$ cat src/pmc_consts.svh
`ifndef PMC_CONSTS_SVH
`define PMC_CONSTS_SVH

// ----------------------------------------
// timing
// ----------------------------------------
`define PMC_CLK_HZ 10000000
`define PMC_BAUD_BPS 9600
`define PMC_BIT_CYCLES ((`PMC_CLK_HZ + `PMC_BAUD_BPS / 2) / `PMC_BAUD_BPS)
`define PMC_BLINK_MS 250
`define PMC_BLINK_CYCLES (`PMC_CLK_HZ / 1000 * `PMC_BLINK_MS)
`define PMC_LOAD_MS 20
`define PMC_LOAD_CYCLES (`PMC_CLK_HZ / 1000 * `PMC_LOAD_MS)
`define PMC_SETTLE_CYCLES 3'h4

// ----------------------------------------
// register offsets and fields
// ----------------------------------------
`define PMC_OFS_CTRL 12'h000
`define PMC_OFS_STATUS 12'h004
`define PMC_OFS_DELAY 12'h008
`define PMC_OFS_CHECK 12'h00c
`define PMC_CTRL_HOLD 0
`define PMC_ST_PERR 8
`define PMC_ST_REFUSED 9
`define PMC_ST_PROTECTED 10
`define PMC_ST_ERROR 11

// ----------------------------------------
// message codes
// ----------------------------------------
`define PMC_CMD_READ 8'h52
`define PMC_CMD_WRITE 8'h57
`define PMC_CMD_STATUS 8'h53
`define PMC_ACK_OK 8'h00
`define PMC_ACK_REFUSED 8'h01
`define PMC_PROTECT_LAST 16'h07ff

`endif

$ cat src/pmc_pkg.sv
package pmc_pkg;
  typedef enum logic [2:0] {
    MODE_POWERUP, MODE_CLEAR, MODE_CHECK, MODE_LOAD,
    MODE_HALT, MODE_RUN, MODE_HOLD, MODE_ERROR
  } pmc_mode_e;
endpackage : pmc_pkg

$ cat src/pmc_top.sv
// Our own choices: the address map and the APB slave port.
`timescale 1ns/10ps
`default_nettype none
`include "pmc_consts.svh"

module pmc_top #(
  parameter int DATA_WORDS = 16,
  parameter int PROG_WORDS = 16,
  parameter int BLINK_CYCLES = `PMC_BLINK_CYCLES,
  parameter int LOAD_CYCLES = `PMC_LOAD_CYCLES
) (
  // clock and reset
  input wire logic CLK_SYS_IN,
  input wire logic RST_IN,
  // apb slave
  input wire logic PSEL_IN,
  input wire logic PENABLE_IN,
  input wire logic PWRITE_IN,
  input wire logic [11:0] PADDR_IN,
  input wire logic [31:0] PWDATA_IN,
  output logic PREADY_OUT,
  output logic PSLVERR_OUT,
  output logic [31:0] PRDATA_OUT,
  // programmer port
  input wire logic RXD_IN,
  output logic TXD_OUT,
  output logic RTS_OUT,
  // panel switches and backup sense
  input wire logic RUN_SWITCH_IN,
  input wire logic PROTECT_RUN_SWITCH_IN,
  input wire logic ROM_RAM_SELECT_SWITCH_IN,
  input wire logic PARITY_SELECT_SWITCH_IN,
  input wire logic [1:0] COMM_SELECT_SWITCHES_IN,
  input wire logic BACKUP_LOST_IN,
  // status
  output logic RUN_LED_OUT,
  output logic PROGRAM_RUN_OUT,
  output logic [2:0] COMM_FUNCTION_SELECT_OUT
);

  localparam logic [10:0] BIT_CYCLES = 11'(`PMC_BIT_CYCLES);
  localparam logic [10:0] HALF_CYCLES = 11'(`PMC_BIT_CYCLES / 2);

  // ----------------------------------------
  // input synchronisers
  // ----------------------------------------
  logic [2:0] sync_q [0:6];
  logic [6:0] pin_level;
  wire [6:0] pin_raw = {BACKUP_LOST_IN, COMM_SELECT_SWITCHES_IN, PARITY_SELECT_SWITCH_IN,
                        ROM_RAM_SELECT_SWITCH_IN, PROTECT_RUN_SWITCH_IN, RXD_IN};
  genvar gi;
  generate
    for (gi = 0; gi < 7; gi++)
    begin : g_sync
      always_ff @(posedge CLK_SYS_IN or posedge RST_IN)
      begin
        if (RST_IN)
        begin
          sync_q[gi] <= (gi == 0) ? 3'h7 : 3'h0;
          pin_level[gi] <= (gi == 0);
        end
        else
        begin
          sync_q[gi] <= {sync_q[gi][1:0], pin_raw[gi]};
          if (sync_q[gi][1] == sync_q[gi][2])
            pin_level[gi] <= sync_q[gi][2];
        end
      end
    end
  endgenerate
  logic [2:0] run_sync;
  logic run_sw;
  always_ff @(posedge CLK_SYS_IN or posedge RST_IN)
  begin
    if (RST_IN)
    begin
      run_sync <= 3'h0;
      run_sw <= 1'b0;
    end
    else
    begin
      run_sync <= {run_sync[1:0], RUN_SWITCH_IN};
      if (run_sync[1] == run_sync[2])
        run_sw <= run_sync[2];
    end
  end
  wire rx_level = pin_level[0];
  wire protect_sw = pin_level[1];
  wire rom_sel = ~pin_level[2];
  wire parity_on = ~pin_level[3];
  wire [1:0] comm_sel = pin_level[5:4];
  wire backup_lost = pin_level[6];

  // ----------------------------------------
  // apb registers
  // ----------------------------------------
  pmc_pkg::pmc_mode_e mode;
  logic ctrl_hold, perr_flag, refused_flag, check_error;
  logic [15:0] resp_delay, check_code;
  logic perr_event;
  wire apb_acc = PSEL_IN & PENABLE_IN;
  wire apb_done = apb_acc & PREADY_OUT;
  wire sel_ctrl = PADDR_IN == `PMC_OFS_CTRL;
  wire sel_status = PADDR_IN == `PMC_OFS_STATUS;
  wire sel_delay = PADDR_IN == `PMC_OFS_DELAY;
  wire sel_check = PADDR_IN == `PMC_OFS_CHECK;
  wire sel_any = sel_ctrl | sel_status | sel_delay | sel_check;
  wire wr_done = apb_done & PWRITE_IN;
  wire mode_running = (mode == pmc_pkg::MODE_RUN) | (mode == pmc_pkg::MODE_HOLD);
  wire protected_run = mode_running & protect_sw;
  wire [31:0] status_word = {20'h0, check_error, protected_run, refused_flag, perr_flag,
                             5'h0, mode};
  wire [31:0] read_word = sel_ctrl ? {31'h0, ctrl_hold} :
                          sel_status ? status_word :
                          sel_delay ? {16'h0, resp_delay} :
                          sel_check ? {16'h0, check_code} : 32'h0;
  always_ff @(posedge CLK_SYS_IN or posedge RST_IN)
  begin
    if (RST_IN)
    begin
      PREADY_OUT <= 1'b0;
      PSLVERR_OUT <= 1'b0;
      PRDATA_OUT <= 32'h0;
    end
    else
    begin
      PREADY_OUT <= apb_acc & ~PREADY_OUT;
      PSLVERR_OUT <= apb_acc & ~PREADY_OUT & ~sel_any;
      PRDATA_OUT <= (apb_acc & ~PREADY_OUT & ~PWRITE_IN) ? read_word : 32'h0;
    end
  end
  wire hold_wr = wr_done & sel_ctrl;
  always_ff @(posedge CLK_SYS_IN or posedge RST_IN)
  begin
    if (RST_IN)
    begin
      ctrl_hold <= 1'b0;
      refused_flag <= 1'b0;
      perr_flag <= 1'b0;
      resp_delay <= 16'h0;
      check_code <= 16'h0;
    end
    else
    begin
      if (hold_wr & mode_running)
        ctrl_hold <= PWDATA_IN[`PMC_CTRL_HOLD];
      else if (!mode_running)
        ctrl_hold <= 1'b0;
      if (hold_wr & ~mode_running)
        refused_flag <= 1'b1;
      else if (wr_done & sel_status & PWDATA_IN[`PMC_ST_REFUSED])
        refused_flag <= 1'b0;
      if (perr_event)
        perr_flag <= 1'b1;
      else if (wr_done & sel_status & PWDATA_IN[`PMC_ST_PERR])
        perr_flag <= 1'b0;
      if (wr_done & sel_delay)
        resp_delay <= PWDATA_IN[15:0];
      if (wr_done & sel_check)
        check_code <= PWDATA_IN[15:0];
    end
  end

  // ----------------------------------------
  // mode control
  // ----------------------------------------
  logic [31:0] mode_cnt;
  logic [15:0] check_acc;
  logic [15:0] prog_mem [0:PROG_WORDS-1];
  wire load_needed = rom_sel & ~(run_sw & protect_sw);
  wire cnt_last_data = mode_cnt == 32'(DATA_WORDS - 1);
  wire cnt_last_prog = mode_cnt == 32'(PROG_WORDS - 1);
  wire [15:0] check_next = check_acc ^ prog_mem[mode_cnt[$clog2(PROG_WORDS)-1:0]];
  always_ff @(posedge CLK_SYS_IN or posedge RST_IN)
  begin
    if (RST_IN)
    begin
      mode <= pmc_pkg::MODE_POWERUP;
      mode_cnt <= 32'h0;
      check_acc <= 16'h0;
      check_error <= 1'b0;
    end
    else
    begin
      mode_cnt <= mode_cnt + 32'h1;
      unique case (mode)
        pmc_pkg::MODE_POWERUP:
          if (mode_cnt[2:0] == `PMC_SETTLE_CYCLES)
          begin
            mode_cnt <= 32'h0;
            check_acc <= 16'h0;
            if (backup_lost)
              mode <= pmc_pkg::MODE_CLEAR;
            else if (load_needed)
              mode <= pmc_pkg::MODE_LOAD;
            else
              mode <= run_sw ? pmc_pkg::MODE_RUN : pmc_pkg::MODE_HALT;
          end
        pmc_pkg::MODE_CLEAR:
          if (cnt_last_data)
          begin
            mode <= pmc_pkg::MODE_CHECK;
            mode_cnt <= 32'h0;
          end
        pmc_pkg::MODE_CHECK:
          begin
            check_acc <= check_next;
            if (cnt_last_prog)
            begin
              mode_cnt <= 32'h0;
              check_error <= check_next != check_code;
              if (check_next != check_code)
                mode <= pmc_pkg::MODE_ERROR;
              else if (load_needed)
                mode <= pmc_pkg::MODE_LOAD;
              else
                mode <= run_sw ? pmc_pkg::MODE_RUN : pmc_pkg::MODE_HALT;
            end
          end
        pmc_pkg::MODE_LOAD:
          if (mode_cnt == 32'(LOAD_CYCLES - 1))
            mode <= run_sw ? pmc_pkg::MODE_RUN : pmc_pkg::MODE_HALT;
        pmc_pkg::MODE_HALT:
          begin
            mode_cnt <= 32'h0;
            if (run_sw)
              mode <= load_needed ? pmc_pkg::MODE_LOAD : pmc_pkg::MODE_RUN;
          end
        pmc_pkg::MODE_RUN:
          begin
            mode_cnt <= 32'h0;
            if (!run_sw)
              mode <= pmc_pkg::MODE_HALT;
            else if (ctrl_hold)
              mode <= pmc_pkg::MODE_HOLD;
          end
        pmc_pkg::MODE_HOLD:
          begin
            if (mode_cnt == 32'(BLINK_CYCLES - 1))
              mode_cnt <= 32'h0;
            if (!run_sw)
              mode <= pmc_pkg::MODE_HALT;
            else if (!ctrl_hold)
              mode <= pmc_pkg::MODE_RUN;
          end
        pmc_pkg::MODE_ERROR:
          mode_cnt <= 32'h0;
      endcase
    end
  end
  logic blink;
  always_ff @(posedge CLK_SYS_IN or posedge RST_IN)
  begin
    if (RST_IN)
    begin
      blink <= 1'b0;
      RUN_LED_OUT <= 1'b0;
      PROGRAM_RUN_OUT <= 1'b0;
      COMM_FUNCTION_SELECT_OUT <= 3'h0;
      RTS_OUT <= 1'b0;
    end
    else
    begin
      if (mode == pmc_pkg::MODE_HOLD && mode_cnt == 32'(BLINK_CYCLES - 1))
        blink <= ~blink;
      RUN_LED_OUT <= (mode == pmc_pkg::MODE_RUN) | ((mode == pmc_pkg::MODE_HOLD) & blink);
      PROGRAM_RUN_OUT <= mode == pmc_pkg::MODE_RUN;
      // one-hot: computer link, data link, serial interface; none when reserved
      COMM_FUNCTION_SELECT_OUT <= {comm_sel == 2'h2, comm_sel == 2'h1, comm_sel == 2'h0};
      RTS_OUT <= 1'b1;
    end
  end

  // ----------------------------------------
  // serial receiver
  // ----------------------------------------
  logic rx_active, byte_valid, byte_perr, rx_par;
  logic [10:0] rx_cnt;
  logic [3:0] rx_bit;
  logic [7:0] rx_data, rx_byte;
  wire [3:0] rx_last = parity_on ? 4'ha : 4'h9;
  always_ff @(posedge CLK_SYS_IN or posedge RST_IN)
  begin
    if (RST_IN)
    begin
      rx_active <= 1'b0;
      rx_cnt <= 11'h0;
      rx_bit <= 4'h0;
      rx_data <= 8'h0;
      rx_par <= 1'b0;
      rx_byte <= 8'h0;
      byte_valid <= 1'b0;
      byte_perr <= 1'b0;
    end
    else
    begin
      byte_valid <= 1'b0;
      if (!rx_active)
      begin
        rx_active <= ~rx_level;
        rx_cnt <= HALF_CYCLES;
        rx_bit <= 4'h0;
      end
      else if (rx_cnt != 11'h0)
        rx_cnt <= rx_cnt - 11'h1;
      else
      begin
        rx_cnt <= BIT_CYCLES - 11'h1;
        rx_bit <= rx_bit + 4'h1;
        if (rx_bit == 4'h0 && rx_level)
          rx_active <= 1'b0;
        else if (rx_bit >= 4'h1 && rx_bit <= 4'h8)
          rx_data <= {rx_level, rx_data[7:1]};
        else if (rx_bit == 4'h9 && parity_on)
          rx_par <= rx_level;
        if (rx_bit == rx_last)
        begin
          rx_active <= 1'b0;
          byte_valid <= 1'b1;
          rx_byte <= rx_data;
          byte_perr <= ~rx_level | (parity_on & ~(^{rx_data, rx_par}));
        end
      end
    end
  end
  assign perr_event = byte_valid & byte_perr;

  // ----------------------------------------
  // message parser and execution
  // ----------------------------------------
  logic [2:0] msg_idx;
  logic [7:0] msg_cmd;
  logic [15:0] msg_addr, msg_data;
  logic msg_bad, exec;
  logic [15:0] data_mem [0:DATA_WORDS-1];
  wire cmd_ok = (rx_byte == `PMC_CMD_READ) | (rx_byte == `PMC_CMD_WRITE) |
                (rx_byte == `PMC_CMD_STATUS);
  wire [2:0] msg_len = (msg_cmd == `PMC_CMD_WRITE) ? 3'h5 : 3'h3;
  always_ff @(posedge CLK_SYS_IN or posedge RST_IN)
  begin
    if (RST_IN)
    begin
      msg_idx <= 3'h0;
      msg_cmd <= 8'h0;
      msg_addr <= 16'h0;
      msg_data <= 16'h0;
      msg_bad <= 1'b0;
      exec <= 1'b0;
    end
    else
    begin
      exec <= 1'b0;
      if (byte_valid && msg_idx == 3'h0 && cmd_ok)
      begin
        msg_cmd <= rx_byte;
        msg_bad <= byte_perr;
        msg_idx <= (rx_byte == `PMC_CMD_STATUS) ? 3'h0 : 3'h1;
        exec <= (rx_byte == `PMC_CMD_STATUS) & ~byte_perr;
      end
      else if (byte_valid && msg_idx != 3'h0)
      begin
        msg_bad <= msg_bad | byte_perr;
        if (msg_idx > 3'h2)
          msg_data <= {msg_data[7:0], rx_byte};
        else
          msg_addr <= {msg_addr[7:0], rx_byte};
        msg_idx <= (msg_idx == msg_len - 3'h1) ? 3'h0 : msg_idx + 3'h1;
        exec <= (msg_idx == msg_len - 3'h1) & ~msg_bad & ~byte_perr;
      end
    end
  end
  wire prog_area = msg_addr[15];
  wire addr_in_data = ~prog_area & (msg_addr < 16'(DATA_WORDS));
  wire addr_in_prog = prog_area & (msg_addr[14:0] < 15'(PROG_WORDS));
  wire write_locked = protected_run & (prog_area | (msg_addr <= `PMC_PROTECT_LAST));
  wire write_ok = ~write_locked & (addr_in_data | addr_in_prog);
  wire do_write = exec & (msg_cmd == `PMC_CMD_WRITE) & write_ok;
  wire [15:0] rd_word = addr_in_prog ? prog_mem[msg_addr[$clog2(PROG_WORDS)-1:0]] :
                        addr_in_data ? data_mem[msg_addr[$clog2(DATA_WORDS)-1:0]] : 16'h0;
  always_ff @(posedge CLK_SYS_IN)
  begin
    if (mode == pmc_pkg::MODE_CLEAR)
      data_mem[mode_cnt[$clog2(DATA_WORDS)-1:0]] <= 16'h0;
    else if (do_write & addr_in_data)
      data_mem[msg_addr[$clog2(DATA_WORDS)-1:0]] <= msg_data;
  end
  // program image starts cleared so its check code is never unknown
  always_ff @(posedge CLK_SYS_IN or posedge RST_IN)
  begin
    if (RST_IN)
    begin
      for (int i = 0; i < PROG_WORDS; i++)
        prog_mem[i] <= 16'h0;
    end
    else if (do_write & addr_in_prog)
      prog_mem[msg_addr[$clog2(PROG_WORDS)-1:0]] <= msg_data;
  end

  // ----------------------------------------
  // response delay and transmitter
  // ----------------------------------------
  logic [7:0] resp [0:2];
  logic [1:0] resp_left, resp_sel;
  logic [15:0] wait_bits;
  logic [10:0] tx_cnt;
  logic [3:0] tx_left;
  logic [10:0] tx_shift;
  wire tx_idle = tx_left == 4'h0;
  wire bit_tick = tx_cnt == 11'h0;
  wire [7:0] tx_byte = resp[resp_sel];
  always_ff @(posedge CLK_SYS_IN or posedge RST_IN)
  begin
    if (RST_IN)
    begin
      resp[0] <= 8'h0;
      resp[1] <= 8'h0;
      resp[2] <= 8'h0;
      resp_left <= 2'h0;
      resp_sel <= 2'h0;
      wait_bits <= 16'h0;
      tx_cnt <= 11'h0;
      tx_left <= 4'h0;
      tx_shift <= 11'h7ff;
      TXD_OUT <= 1'b1;
    end
    else
    begin
      tx_cnt <= bit_tick ? BIT_CYCLES - 11'h1 : tx_cnt - 11'h1;
      if (exec && resp_left == 2'h0)
      begin
        resp[0] <= msg_cmd;
        resp[1] <= (msg_cmd == `PMC_CMD_READ) ? rd_word[15:8] :
                   (msg_cmd == `PMC_CMD_WRITE) ?
                   (write_ok ? `PMC_ACK_OK : `PMC_ACK_REFUSED) : status_word[7:0];
        resp[2] <= (msg_cmd == `PMC_CMD_READ) ? rd_word[7:0] : status_word[15:8];
        resp_left <= (msg_cmd == `PMC_CMD_WRITE) ? 2'h2 : 2'h3;
        resp_sel <= 2'h0;
        wait_bits <= resp_delay;
      end
      else if (wait_bits != 16'h0)
      begin
        if (bit_tick)
          wait_bits <= wait_bits - 16'h1;
      end
      else if (tx_idle && resp_left != 2'h0 && bit_tick)
      begin
        tx_shift <= parity_on ? {1'b1, ~(^tx_byte), tx_byte, 1'b0} :
                                {2'h3, tx_byte, 1'b0};
        tx_left <= parity_on ? 4'hb : 4'ha;
        resp_left <= resp_left - 2'h1;
        resp_sel <= resp_sel + 2'h1;
      end
      if (!tx_idle && bit_tick)
      begin
        TXD_OUT <= tx_shift[0];
        tx_shift <= {1'b1, tx_shift[10:1]};
        tx_left <= tx_left - 4'h1;
      end
    end
  end

endmodule : pmc_top
`default_nettype wire

$ cat config.mk
export PLATFORM = sky130hd
export DESIGN_NAME = pmc_top
export DESIGN_NICKNAME = d
export VERILOG_FILES = /design/src/pmc_pkg.sv /design/src/pmc_top.sv
export VERILOG_INCLUDE_DIRS = /design/src
export SDC_FILE = /design/constraint.sdc
export NUM_CORES = 2
export LEC_CHECK = 0
export BUFFER_PORTS_ARGS = -buffer_cell sky130_fd_sc_hd__buf_2
export CORE_MARGIN = 4
export CORE_UTILIZATION = 68
export DETAILED_ROUTE_END_ITERATION = 6
export PLACE_DENSITY = 0.94
export SLEW_MARGIN = 10
export SYNTH_ARGS = -nofsm -noshare
export SYNTH_HDL_FRONTEND = slang
export SYNTH_SLANG_ARGS = --single-unit
$ cat constraint.sdc
create_clock -name CLK_SYS_IN -period 56.2 [get_ports CLK_SYS_IN]
set_clock_uncertainty 0.05 [all_clocks]
set_input_delay 8.43 -clock CLK_SYS_IN [delete_from_list [all_inputs] [get_ports CLK_SYS_IN]]
set_output_delay 8.43 -clock CLK_SYS_IN [all_outputs]
set_load 0.01 [all_outputs]
Word level (Yosys, flattened, before mapping):

Memories as Yosys holds them, arrays and structs flattened.
Cells that the tools add are included.

* register bits: 551
* word-level logic and storage cells: 355
* bits of input ports: 57
* memories: 1
* bits in writable memories: 256
* output and inout port bits: 41

Memory list
* data_mem: depth 16, width 16, read ports 1, clocked after memory_dff 0, write ports 1, RTL line pmc_top.sv:335 `logic [15:0] data_mem [0:DATA_WORDS-1];`

* add/sub/neg operators: 10
* reduce and logical (&&, ||, !) cells: 50
* order comparisons: 10
* muxes and demuxes: 100
* bitwise logic cells: 66
* equality and inequality tests: 45

Operator list (count)
* 2-to-1 mux 16 bit: 17
* bitwise mux 256 bit: 1
* binary-select mux 16 bit (select 4 bit): 2
* case mux 32 bit (4 select lines): 1
* 2-to-1 mux 32 bit: 3
* 2-to-1 mux 11 bit: 7
* demux 16 bit (select 4 bit): 1
* 2-to-1 mux 3 bit: 18
* equality test 8 x 7 -> 1 bit, second input constant: 5
* adder 32 x 1 -> 32 bit, second input constant: 1
* equality test 32 x 18 -> 1 bit, second input constant: 1
* equality test 32 x 22 -> 1 bit, second input constant: 1
* equality test 32 x 4 -> 1 bit, second input constant: 1
* 2-to-1 mux 8 bit: 4
* case mux 16 bit (2 select lines): 1
* bitwise AND 1 bit: 31
* 2-to-1 mux 1 bit: 28
* 2-to-1 mux 4 bit: 7
* equality test 12 x 4 -> 1 bit, second input constant: 2
* subtractor 11 x 1 -> 11 bit, second input constant: 2
* case mux 3 bit (7 select lines): 1
* inverter 1 bit: 20
* nonzero test 2 bit: 9
* binary-select mux 8 bit (select 2 bit): 1
* 57 further kinds: 116

Logic depth before layout (Yosys ltp):

* depth after elaboration: 13
* gate-level depth with buffers: 12
* depth with buffers taken out: 9

Worst setup path after synthesis:

No wires, ideal clock.

* path kind: input to register
* from: input port PADDR_IN[5]
* to: register check_code[0]
* stages: 6
* arrival: 10.357 ns
* path buffers: 1
* required time: 56.025 ns
* setup slack: 45.668 ns
* path through: nor4_1 > nand3_1 > or3_1 > nor2_1 > clkbuf_1 > mux2_2

* longest elaborated chain between the ends: 2

Ends and longest elaborated chain
* from (decl): RTL line pmc_top.sv:19 `input wire logic [11:0] PADDR_IN,`
* equality test 12 x 4 -> 1 bit (no line)
* bitwise AND 1 bit: RTL line pmc_top.sv:159 `if (wr_done & sel_check)`
* to (signal assigned): RTL line pmc_top.sv:160 `check_code <= PWDATA_IN[15:0];`
* to (decl): RTL line pmc_top.sv:99 `logic [15:0] resp_delay, check_code;`

No other way between the ends.
A chain may end at the register's enable or synchronous reset.

==> impl_summary.md <==
Clocking
Clock-pin slew was measured on the worst setup and hold paths at 0.06 ns. The clock tree from TritonCTS is yes. For this design, the sink count on the clock tree is 806. The clock root buffer master is clkbuf_16. The later pin in the worst-skew pair is clocked with a latency of 0.65 ns. The worst-case clock buffer depth is 3.

Clock tree synthesis inserted a total of 81 buffers. The H-tree was split into 3 levels. Hold repair after CTS inserted 0 buffers.

The number of gates resized after CTS was 0. The number of setup buffers added after CTS is 0.

Timing
Setup violations remaining at the end of the flow were counted as 0. Setup repair after global routing left no endpoint under its margin. Timing would allow up to 93.5 MHz. The final critical path time including I/O delays and setup is 10.69 ns.

The sum of negative setup slack is 0 ns. After layout, the worst path uses 19.0% of the clock period. Measured against its own limit, the worst slew margin works out to 23.4%.

The final count of pins violating max slew is 0. At the pin with the least slew margin, the transition time is 1.14 ns. The hold violation count in the final report is 0.

Cells and area
From synthesis to final layout, the design area changed by 9.35%. The post-route core utilization is 75.3%. The number of nets in the layout is 2,769. The post-route netlist has 31.1% of its cells at a drive strength greater than 1.

Once layout is complete, the cells apart from fillers number 3,513. The antenna diode count is 0.

Setup path
By startpoint and endpoint, the worst setup path is classified as input port to async pin. The worst setup path is captured at an async pin. The kind of launch point of the worst setup path is an input port. The depth of the worst register-to-register path is 8. The critical-path maximum fanout is 132. The endpoint identified for the worst register-to-register timing path is prog_mem[9].

The endpoint arrival time on the critical path is 11.23 ns. The launch instance of the worst register-to-register path is msg_addr[11]. For the worst setup path, the data required time is 56.74 ns. The setup check on the worst reg-to-reg path leaves a slack of 51.54 ns. The critical path starts at RST_IN.

Routing
The mean number of vias per cell is 7.11. The remaining number of nets flagged by the antenna check after routing is 0. The met1 routed wirelength after detailed routing is 36,600 um.

The number of search-and-repair iterations in the first detailed-routing pass is 6. The total DRC errors in the routed layout is 0. After detailed routing, the met2 layer carries 50,800 um of wire. The number of violations reported at the end of detailed-routing iteration 0 is 3,380. The routed length on met3 is 11,100 um. The routed wire length is 105,000 um. The final routed wire length divided by cell count is 30.0 um. The detailed router used layers up to and including met4.

Across all layers, the routed design uses 25,000 vias.

Synth
After synthesis, the cell types taking the most area are dfrtp_1, edfxtp_1, mux4_2. The number of flops mapped to enable cells by yosys is 256. After synthesis, the netlist uses 88 different library cells.

In this run the cell area of the synthesized design comes to 38,100 um^2. The gate count of the mapped netlist is 2,660. After synthesis, the most frequently instantiated cells are dfrtp_1, mux2_2, edfxtp_1, mux4_2, nor2_1. Of all flip-flops after synthesis, the portion carrying an async set or reset was 68.2%. The number of warnings reported in the yosys synthesis log is 0. The area fraction of the dominant cell type after synthesis is 35.2%. The commonest register cell after synthesis is dfrtp_1. The post-synthesis cell type with the largest combined area is dfrtp_1. The sequential element share of the synthesized area is 56.4%. Yosys instantiated no cell more often than dfrtp_1.

In this run the mean area of a mapped cell was 14.3 um^2. The synthesized design contains 806 register bits.

Power and ir drop
The share of total power dissipated in the clock network is 40.8%. The internal portion of the total power is 0.000968 W. IR analysis of the VDD net gives a maximum drop of 0.0287 mV. The part of the total power dissipated in combinational logic is 11.5%. The switching power summed over all nets is 0.000349 W. The total power divided by cell area is 31.6 nW/um^2. In this run the static leakage power is 17.1 nW. Net switching is 26.5% of the power.

Registers are responsible for 47.7% of the overall power.

Run status
The flow ran to the end, and the final reports show no timing, DRC or antenna violations.

Min path
The worst hold path passes through 0 cells. The type of the tightest min-delay check is flop to flop. The startpoint identified for the worst hold timing path is sync_q[3]. The path with the worst hold slack has its endpoint at sync_q[4].

Floorplanning
For this configuration, the core starts out at a cell density of 68.8%. The initialized floorplan defines 86 standard-cell rows. The core box area is 55,300 um^2. The floorplan step set the die height to 245 um. Pin placement for this block handled 98 I/O pins. The die is 245 um wide. The floorplan step defined a die boundary enclosing 59,800 um^2.

Placed design
The HPWL after detailed placement is 63,000 um. Buffers placed on the I/O ports in this run total 65. Including well taps, the total number of placed cells is 3,363. The weighted congestion reported at the end of routability-driven placement is 0.939.

Global route
The largest net degree at the start of global routing is 133. Across every metal layer, demand over resource in global routing totals 35.4%. The overflow left after global routing is 0. The via count of the first global-routing pass is 26,200. The initial antenna violation count is 0. The global-route wire length before repair is 160,000 um.

Run
Max-cap violations in this run came to 0.
-- placed cells by master, fill, tap and decap left out, types with 14 or more instances in the layout --
cell       Yosys  layout
nand3_1       34      34
conb_1         2      17
mux2i_1       99      99
clkbuf_16      0      83
dfstp_2       15      15
o21ai_0       91      91
nor4_1        22      21
dfrtp_1      535     530
xor2_1        36      36
ha_1          14      14
nor2_1       178     178
nor3_1        30      28
edfxtp_1     256     256
nand2_1      155     155
mux4_2       202     202
xnor2_1       71      71
buf_2         32      65
nand2b_1      20      20
inv_1         29      28
and2_1        29      29
nor2b_1       27      27
clkbuf_1      96      18
mux2_2       367     367
a22o_1        21      21
buf_4         23      61
a21oi_1       42      41
a22oi_1       20      20
-- how the worst max path moves through the flow --
stage	slack, ns	cells past startpoint	to
4_1_cts	45.40	4	prog_mem[170]
2_1_floorplan	32.37	1	COMM_FUNCTION_SELECT_OUT[0]
6_report	45.51	4	prog_mem[25]
3_5_place_dp	44.73	4	prog_mem[41]
5_1_grt	45.00	4	prog_mem[106]
3_3_place_gp	44.89	4	prog_mem[41]
-- power by group through the flow --
stage	logic [W]	registers, W	clock network, W
floorplan	0.000113	0.000629	0
global placement	0.000141	0.000637	0
CTS	0.000148	0.000628	0.000538
finish	0.000152	0.000628	0.000537
detailed placement	0.000146	0.000639	0
global route	0.000160	0.000629	0.000566
-- state kept, by name, summed over array words and instances, names as in the netlist, 4 cells and up --
signal / flops
resp: 24
wait_bits: 16
msg_addr: 16
resp_delay: 16
check_acc: 16
rx_cnt: 11
mode_cnt: 32
rx_data: 8
sync_q: 21
tx_left: 4
data_mem: 256
prog_mem: 256
tx_shift: 10
msg_cmd: 8
rx_byte: 8
msg_data: 16
check_code: 16
tx_cnt: 11
rx_bit: 4
PRDATA_OUT: 16
-- area by class of cell --
cell class | count | area [um^2]
clock buffers | 113 | 2310
clock inverters | 37 | 309
inverters | 30 | 120
fillers | 2984 | 13700
flip-flops and latches | 806 | 21500
multi-input cells | 1652 | 15700
well taps | 748 | 936
repair buffers | 127 | 803
-- worst max-delay path, stage by stage --
cell	delay [ns]
buf_2	0.13
inv_8	0.59
buf_4	0.96
buf_4	0.96
-- metrics by stage --
step | total power [W] | worst slack [ns] | hold slack (ns) | instance area (um^2)
finish | 0.00132 | 45.51 | 0.302 | 41600
global route | 0.00136 | 45.00 | 0.307 | 41600
CTS | 0.00131 | 45.40 | 0.305 | 41600
detailed placement | 0.000785 | 44.73 | 0.286 | 39000
global placement | 0.000778 | 44.89 | 0.282 | 39000
floorplan | 0.000741 | 32.37 | 0.281 | 38100
-- cells by family (layout without fill, tap and decap cells) --
family	Yosys count	count (layout)	synth area share, %
DFF	806	806	56.4
muxes	677	677	26.0
and+or+nand+nor	577	577	7.38
AOI/OAI and AO/OA	252	252	4.37
buffers and inverters	217	307	2.67
xor gates and xnor gates	107	107	2.46
adders and majority gates	22	22	0.670
other	2	17	0.0197
-- per-layer routing --
metal,GRT usage [%],vias to the layer above
li1,-,9995
met1,46.0,12700
met2,56.0,1815
met3,8.42,465
met4,19.7,0
met5,0,-
(Power assumes the default switching activity.)
